**src/include/mie_defs.vh**
```
// constants for the instruction execute subset
`ifndef MIE_DEFS_VH
`define MIE_DEFS_VH
// operation codes presented on op
`define MIE_OP_IDLE 5'h00
`define MIE_OP_DEC_M 5'h01
`define MIE_OP_DEC_A 5'h02
`define MIE_OP_INC_M 5'h03
`define MIE_OP_INC_A 5'h04
`define MIE_OP_HALT 5'h05
`define MIE_OP_JMP 5'h06
`define MIE_OP_MOV_MA 5'h07
`define MIE_OP_MOV_XA 5'h08
`define MIE_OP_MOV_AM 5'h09
`define MIE_OP_OR_A 5'h0A
`define MIE_OP_OR_X 5'h0B
`define MIE_OP_OR_M 5'h0C
`define MIE_OP_RET 5'h0D
`define MIE_OP_RET_X 5'h0E
`define MIE_OP_LEAVE_INTERRUPT_HANDLER 5'h0F
`define MIE_OP_RL_M 5'h10
`define MIE_OP_RL_A 5'h11
`define MIE_OP_RLC_M 5'h12
`define MIE_OP_RLC_A 5'h13
`define MIE_OP_RR_M 5'h14
`define MIE_OP_RR_A 5'h15
`define MIE_OP_RRC_M 5'h16
`define MIE_OP_RRC_A 5'h17
`define MIE_OP_SBC_A 5'h18
`define MIE_OP_SBC_M 5'h19
`define MIE_OP_SDZ_M 5'h1A
`define MIE_OP_SDZ_A 5'h1B
// status flag bit positions
`define MIE_FLAG_C 0
`define MIE_FLAG_AC 1
`define MIE_FLAG_Z 2
`define MIE_FLAG_OV 3
`define MIE_FLAG_PDF 4
`define MIE_FLAG_TO 5
`define MIE_STATUS_RESET 6'h00
`define MIE_ACC_RESET 8'h00
`endif

```
**src/hw/mie_execute.v**
```verilog
// execute stage for a subset of the 8-bit core instruction set
`timescale 1ns/1ps
`default_nettype none
`include "mie_defs.vh"
module mie_execute #(
  parameter PC_W = 14
) (
  input wire clock,
  input wire resetn,
  input wire op_valid,
  input wire [4:0] op,
  input wire [7:0] operand,
  input wire [PC_W-1:0] branch_addr,
  input wire [7:0] mem_rdata,
  input wire [PC_W-1:0] stack_top,
  input wire irq_pending,
  output reg op_ready,
  output reg mem_we,
  output reg [7:0] mem_wdata,
  output reg [7:0] acc,
  output reg [5:0] status,
  output reg master_irq_enable,
  output reg pc_load,
  output reg [PC_W-1:0] pc_value,
  output reg stack_pop,
  output reg skip_next,
  output reg halted,
  output reg watchdog_clear,
  output reg irq_service
);

//////////////////////////////////////////////////////////////////////////////
localparam ST_RUN = 2'b01;
localparam ST_DUMMY = 2'b10;

// every result shows one cycle after the edge that takes the op
// pulses (write, load, pop, skip, clear) last exactly that one cycle
// a two-cycle op parks in the dummy state for one edge; op_valid is
// ignored there, so the fetch side may leave the next op waiting
// halt freezes the block until reset: there is no wake-up path here,
// the power manager owns that and restarts us through resetn
// carry into rotates and borrow into subtract is the flag before the op

// sequencing
reg [1:0] state;

// next values of the registered outputs
reg [7:0] next_acc;
reg [7:0] next_wdata;
reg next_we;
reg [5:0] next_status;
reg next_mie;
reg next_pc_load;
reg [PC_W-1:0] next_pc;
reg next_pop;
reg next_skip;
reg next_halt;
reg next_wdclr;
reg next_two;
reg next_irq_service;

// arithmetic scratch for subtract with borrow
reg [8:0] diff;
reg [4:0] half;
reg borrow_in;
wire cflag = status[`MIE_FLAG_C];
wire [7:0] m_dec = mem_rdata - 8'h01;
wire [7:0] m_inc = mem_rdata + 8'h01;
wire [7:0] ored = acc | mem_rdata;
wire [7:0] ored_x = acc | operand;
wire take = op_valid && state == ST_RUN && !halted;

//////////////////////////////////////////////////////////////////////////////
always @* begin
  next_acc = acc;
  next_wdata = mem_wdata;
  next_we = 1'b0;
  next_status = status;
  next_mie = master_irq_enable;
  next_pc_load = 1'b0;
  next_pc = pc_value;
  next_pop = 1'b0;
  next_skip = 1'b0;
  next_halt = halted;
  next_wdclr = 1'b0;
  next_two = 1'b0;
  next_irq_service = 1'b0;
  // borrow means an inverted carry enters the subtraction
  borrow_in = ~cflag;
  diff = {1'b0, acc} - {1'b0, mem_rdata} - {8'h00, borrow_in};
  half = {1'b0, acc[3:0]} - {1'b0, mem_rdata[3:0]} - {4'h0, borrow_in};
  if (take) begin
    case (op)

      // decrement and increment
      `MIE_OP_DEC_M: begin
        next_we = 1'b1;
        next_wdata = m_dec;
        next_status[`MIE_FLAG_Z] = (m_dec == 8'h00);
      end
      `MIE_OP_DEC_A: begin
        next_acc = m_dec;
        next_status[`MIE_FLAG_Z] = (m_dec == 8'h00);
      end
      `MIE_OP_INC_M: begin
        next_we = 1'b1;
        next_wdata = m_inc;
        next_status[`MIE_FLAG_Z] = (m_inc == 8'h00);
      end
      `MIE_OP_INC_A: begin
        next_acc = m_inc;
        next_status[`MIE_FLAG_Z] = (m_inc == 8'h00);
      end

      // power-down and branch
      `MIE_OP_HALT: begin
        next_halt = 1'b1;
        next_wdclr = 1'b1;
        next_status[`MIE_FLAG_PDF] = 1'b1;
        next_status[`MIE_FLAG_TO] = 1'b0;
      end
      `MIE_OP_JMP: begin
        next_pc_load = 1'b1;
        next_pc = branch_addr;
        next_two = 1'b1;
      end

      // moves leave every flag alone
      `MIE_OP_MOV_MA: next_acc = mem_rdata;
      `MIE_OP_MOV_XA: next_acc = operand;
      `MIE_OP_MOV_AM: begin
        next_we = 1'b1;
        next_wdata = acc;
      end

      // inclusive or
      `MIE_OP_OR_A: begin
        next_acc = ored;
        next_status[`MIE_FLAG_Z] = (ored == 8'h00);
      end
      `MIE_OP_OR_X: begin
        next_acc = ored_x;
        next_status[`MIE_FLAG_Z] = (ored_x == 8'h00);
      end
      `MIE_OP_OR_M: begin
        next_we = 1'b1;
        next_wdata = ored;
        next_status[`MIE_FLAG_Z] = (ored == 8'h00);
      end

      // returns reload the counter, so they cost two cycles
      `MIE_OP_RET, `MIE_OP_RET_X, `MIE_OP_LEAVE_INTERRUPT_HANDLER: begin
        next_pop = 1'b1;
        next_pc_load = 1'b1;
        next_pc = stack_top;
        next_two = 1'b1;
        if (op == `MIE_OP_RET_X)
          next_acc = operand;
        if (op == `MIE_OP_LEAVE_INTERRUPT_HANDLER) begin
          next_mie = 1'b1;
          // a waiting request is vectored before the main program resumes
          next_irq_service = irq_pending;
        end
      end

      // rotates
      `MIE_OP_RL_M: begin
        next_we = 1'b1;
        next_wdata = {mem_rdata[6:0], mem_rdata[7]};
      end
      `MIE_OP_RL_A: next_acc = {mem_rdata[6:0], mem_rdata[7]};
      `MIE_OP_RLC_M: begin
        next_we = 1'b1;
        next_wdata = {mem_rdata[6:0], cflag};
        next_status[`MIE_FLAG_C] = mem_rdata[7];
      end
      `MIE_OP_RLC_A: begin
        next_acc = {mem_rdata[6:0], cflag};
        next_status[`MIE_FLAG_C] = mem_rdata[7];
      end
      `MIE_OP_RR_M: begin
        next_we = 1'b1;
        next_wdata = {mem_rdata[0], mem_rdata[7:1]};
      end
      `MIE_OP_RR_A: next_acc = {mem_rdata[0], mem_rdata[7:1]};
      `MIE_OP_RRC_M: begin
        next_we = 1'b1;
        next_wdata = {cflag, mem_rdata[7:1]};
        next_status[`MIE_FLAG_C] = mem_rdata[0];
      end
      `MIE_OP_RRC_A: begin
        next_acc = {cflag, mem_rdata[7:1]};
        next_status[`MIE_FLAG_C] = mem_rdata[0];
      end

      // subtract with borrow
      `MIE_OP_SBC_A, `MIE_OP_SBC_M: begin
        if (op == `MIE_OP_SBC_M) begin
          next_we = 1'b1;
          next_wdata = diff[7:0];
        end else begin
          next_acc = diff[7:0];
        end
        next_status[`MIE_FLAG_Z] = (diff[7:0] == 8'h00);
        next_status[`MIE_FLAG_C] = ~diff[8];
        next_status[`MIE_FLAG_AC] = ~half[4];
        next_status[`MIE_FLAG_OV] = (acc[7] != mem_rdata[7]) &&
                                    (diff[7] != acc[7]);
      end

      // decrement and skip: only a taken skip costs the dummy slot
      `MIE_OP_SDZ_M: begin
        next_we = 1'b1;
        next_wdata = m_dec;
        next_skip = (m_dec == 8'h00);
        next_two = (m_dec == 8'h00);
      end
      `MIE_OP_SDZ_A: begin
        next_acc = m_dec;
        next_skip = (m_dec == 8'h00);
        next_two = (m_dec == 8'h00);
      end
      default: begin
      end
    endcase
  end
end

//////////////////////////////////////////////////////////////////////////////
// halt is left only by reset here; wake-up belongs to the power manager
always @(posedge clock or negedge resetn) begin
  if (!resetn) begin
    state <= ST_RUN;
    op_ready <= 1'b0;
    mem_we <= 1'b0;
    mem_wdata <= 8'h00;
    acc <= `MIE_ACC_RESET;
    status <= `MIE_STATUS_RESET;
    master_irq_enable <= 1'b0;
    pc_load <= 1'b0;
    pc_value <= {PC_W{1'b0}};
    stack_pop <= 1'b0;
    skip_next <= 1'b0;
    halted <= 1'b0;
    watchdog_clear <= 1'b0;
    irq_service <= 1'b0;
  end else begin
    acc <= next_acc;
    mem_we <= next_we;
    mem_wdata <= next_wdata;
    status <= next_status;
    master_irq_enable <= next_mie;
    pc_load <= next_pc_load;
    pc_value <= next_pc;
    stack_pop <= next_pop;
    skip_next <= next_skip;
    halted <= next_halt;
    watchdog_clear <= next_wdclr;
    irq_service <= next_irq_service;
    case (state)
      ST_RUN: begin
        if (next_two || next_halt) begin
          state <= next_two ? ST_DUMMY : ST_RUN;
          op_ready <= 1'b0;
        end else begin
          op_ready <= 1'b1;
        end
      end
      ST_DUMMY: begin
        state <= ST_RUN;
        op_ready <= 1'b1;
      end
      default: begin
        state <= ST_RUN;
        op_ready <= 1'b0;
      end
    endcase
  end
end

endmodule
`default_nettype wire

```
**config.mk**
```make
export PLATFORM = sky130hd
export DESIGN_NAME = mie_execute
export DESIGN_NICKNAME = d
export VERILOG_FILES = /design/src/hw/mie_execute.v
export VERILOG_INCLUDE_DIRS = /design/src /design/src/include
export SDC_FILE = /design/constraint.sdc
export NUM_CORES = 1
export LEC_CHECK = 0
export CAP_MARGIN = 20
export CORE_ASPECT_RATIO = 1.25
export CORE_MARGIN = 1
export CORE_UTILIZATION = 61
export CTS_BUF_LIST = sky130_fd_sc_hd__clkbuf_4 sky130_fd_sc_hd__clkbuf_8
export DETAILED_ROUTE_END_ITERATION = 12
export DONT_BUFFER_PORTS = 1
export GPL_ROUTABILITY_DRIVEN = 0
export PLACE_DENSITY = 0.84
export REMOVE_ABC_BUFFERS = 1
export SLEW_MARGIN = 20
export SYNTH_ARGS = -nofsm -noshare
export SYNTH_HDL_FRONTEND = slang
export SYNTH_SLANG_ARGS = --single-unit
```
**constraint.sdc**
```tcl
create_clock -name clock -period 3.75 [get_ports clock]
set_input_delay 0.75 -clock clock [delete_from_list [all_inputs] [get_ports clock]]
set_output_delay 0.75 -clock clock [all_outputs]
set_load 0.01 [all_outputs]
```
==> metrics.yaml <==
maxSlewViolCount: 0
final_hold_viol_count: 0
cts.root.buffer_cell: "clkbuf_8"
utilization: 0.655
seq_area_frac_synth: 0.269
min_path_type: "primary input to asynchronous set/reset pin"
setup.worst_path.end_class: "flip-flop"
avgSynthCellArea_sq_um: 8.03
final_nets: 593
cts_hold_buf: 0
status: "completed"
cts.sinks: 46
die_width_um: 77.0
via_count: 4226
synthCells: 534
wl_um: 12700
clockBufferDepth: 2
fin_skew_ps: 4.79
die_area_sq_mm: 0.00737
synth.most_common_cell: "nor2_1"
worstSkewPairLatency_ps: 300
use_met2: 0.577
drt_pass1_iterations: 6
cp.required_ps: 3950
port_buffers: 0
async_reset_ff_frac: 1.00
area_delta_synth_final_pct: 2.16
maxCapViolCount: 0
cp_max_fo: 5
period_share: 0.828
grt_use_met3: 0.0967
path_buf_inv: 2
layout_min_cycle_time_ps: 3100
cts_inserted_buffers: 5
io_pins: 98
critical_path.slowest_cell: "fa_1"
start_util: 0.641
use_met1: 0.411
worstPathArrival_ps: 3310
total_power_mw: 2.51
grt_usage: 0.352
ir_worst_vdd_uv: 521
grt_pass1_vias: 3961
synth.top_cell.area_share: 0.262
busiest_layer: "met2"
cts_max_level: 2
start_kind: "flip-flop"
synth_common_cells: "nor2_1, dfrtp_1, a21oi_1"
die_h_um: 95.8
viasPerCell: 7.03
max_stage_delay_ps: 550
cts_resized: 0
gr-total-overflow: 0
rsz0062_at_grt: "false"
cts_tree: "done"
remaining_drc_errors: 0
yosysTopAreaCell: "dfrtp_1"
r2r_cells: 10
power.leakage_nw: 1.79
worstMarginPinSlew_ps: 887
dpl.cell_count: 592
p_per_area_mw_per_mm2: 572
synth_cell_types: 72
yosys_register_bits: 46
wire_per_inst_um: 21.2
relSlewSlack: 0.404
drive_above_1_share: 0.0741
tns_ps: 0
grt_first_pass_wirelength_um: 20200
cpMostUsedCell: "inv_1"
cp_cell_sequence: "inv_1, fa_1, inv_1, ha_1, o21ai_0, a21boi_0, o2bb2ai_1, xnor2_1, nand3b_1, a221oi_1"
synth_area_leaders: "dfrtp_1, ha_1, nor2_1, mux2i_1, a21oi_1"
synthFlopType: "dfrtp_1"
fmax_ghz: 0.322
cp_top_family: "compound AO/OA/AOI/OAI gates"
worst-path-stages: 10
antenna_left: 0
syn_area_sq_mm: 0.00429
rows: 33
synth_edf_count: 0
worstSetupPathType: "flip-flop to flip-flop"
stdcell_count: 601
postCtsSetupBuffers: 0
grt_antenna_before_repair: 0
clk_pin_slew_worst_paths_ps: 90
hpwl_um: 9540
ys_warn_count: 0
finalSetupViolations: 0
grt_max_degree: 47
design.core.area_sq_mm: 0.00669
drt_iter0_drc: 688
==> where the power goes <==
group / total [mW] / switching, mW / leakage, nW / internal [mW]
clock network: 0.315 / 0.181 / 0.0408 / 0.133
registers: 1.02 / 0.316 / 0.554 / 0.701
logic: 1.18 / 0.672 / 1.19 / 0.505
total: 2.51 / 1.17 / 1.79 / 1.34
==> registers in the layout, indices dropped and copies added, names as in the netlist <==
| register | cells |
|---|---|
| acc | 8 |
| halted | 1 |
| irq_service | 1 |
| master_irq_enable | 1 |
| mem_wdata | 8 |
| mem_we | 1 |
| op_ready | 1 |
| pc_load | 1 |
| pc_value | 14 |
| skip_next | 1 |
| stack_pop | 1 |
| state | 2 |
| status | 5 |
| watchdog_clear | 1 |
==> worst reg2reg max path, stage by stage, from the launching register on <==
cell and delay (ps):
dfrtp_1 490, inv_1 120, fa_1 550, inv_1 60, ha_1 180, o21ai_0 470
a21boi_0 260, o2bb2ai_1 220, xnor2_1 170, nand3b_1 190, a221oi_1 290
==> final timing paths <==
| kind | from | end | slack [ps] |
|---|---|---|---|
| min in group clock | irq_pending | irq_service | 550 |
| hold reg to reg | master_irq_enable | master_irq_enable | 550 |
| setup / recovery | acc[0] | status[2] | 650 |
| max in group asynchronous | resetn | state[0] | 3430 |
| setup reg to reg | acc[0] | status[2] | 650 |
| hold / removal | resetn | mem_wdata[0] | 130 |
==> routing by layer <==
metal  part of all wire  up-vias
met2               0.45      335
met3               0.12       93
met4              0.070        0
li1                   -     1882
met1               0.36     1916
met5                  0        -
==> final cells by class <==
cell class              count  area, sq um
flip-flops and latches     46         1150
inverters                  35          131
fillers                   586         2310
repair buffers              6         45.0
well taps                  87          109
clock inverters             3         23.8
multi-input cells         418         2850
diodes                      1         2.50
clock buffers               5         68.8
==> stage by stage <==
step | hold WS, ps | worst slack, ps | instance area (sq um)
after floorplan | 454 | 525 | 4130
after global placement | 455 | 785 | 4290
after detailed placement | 456 | 594 | 4290
after CTS | 124 | 755 | 4380
after global routing | 112 | 558 | 4380
final | 129 | 645 | 4380
==> kinds of logic after synthesis <==
logic type / Yosys count / share of synthesized area
xor+xnor: 23 / 0.0470
fa+ha+maj: 28 / 0.0852
simple gates: 194 / 0.232
other cells: 1 / 0.000874
compound gates: 145 / 0.232
buf+inv: 70 / 0.0682
flops: 46 / 0.269
mux: 27 / 0.0662
==> cells in the final DEF (no fill, tap or decap), types with 5 or more instances in the layout <==
| cell | instances |
|---|---|
| a21oi_1 | 37 |
| a221oi_1 | 7 |
| a22oi_1 | 7 |
| and3_1 | 6 |
| buf_4 | 6 |
| clkbuf_8 | 5 |
| dfrtp_1 | 45 |
| ha_1 | 26 |
| inv_1 | 33 |
| mux2_2 | 7 |
| mux2i_1 | 19 |
| nand2_1 | 35 |
| nand2b_1 | 15 |
| nand3_1 | 13 |
| nand3b_1 | 5 |
| nand4_1 | 7 |
| nor2_1 | 58 |
| nor2b_1 | 14 |
| nor3_1 | 10 |
| nor4_1 | 6 |
| o2111ai_1 | 6 |
| o21a_1 | 6 |
| o21ai_0 | 24 |
| o22ai_1 | 8 |
| xnor2_1 | 21 |
(Power assumes the default switching activity.)
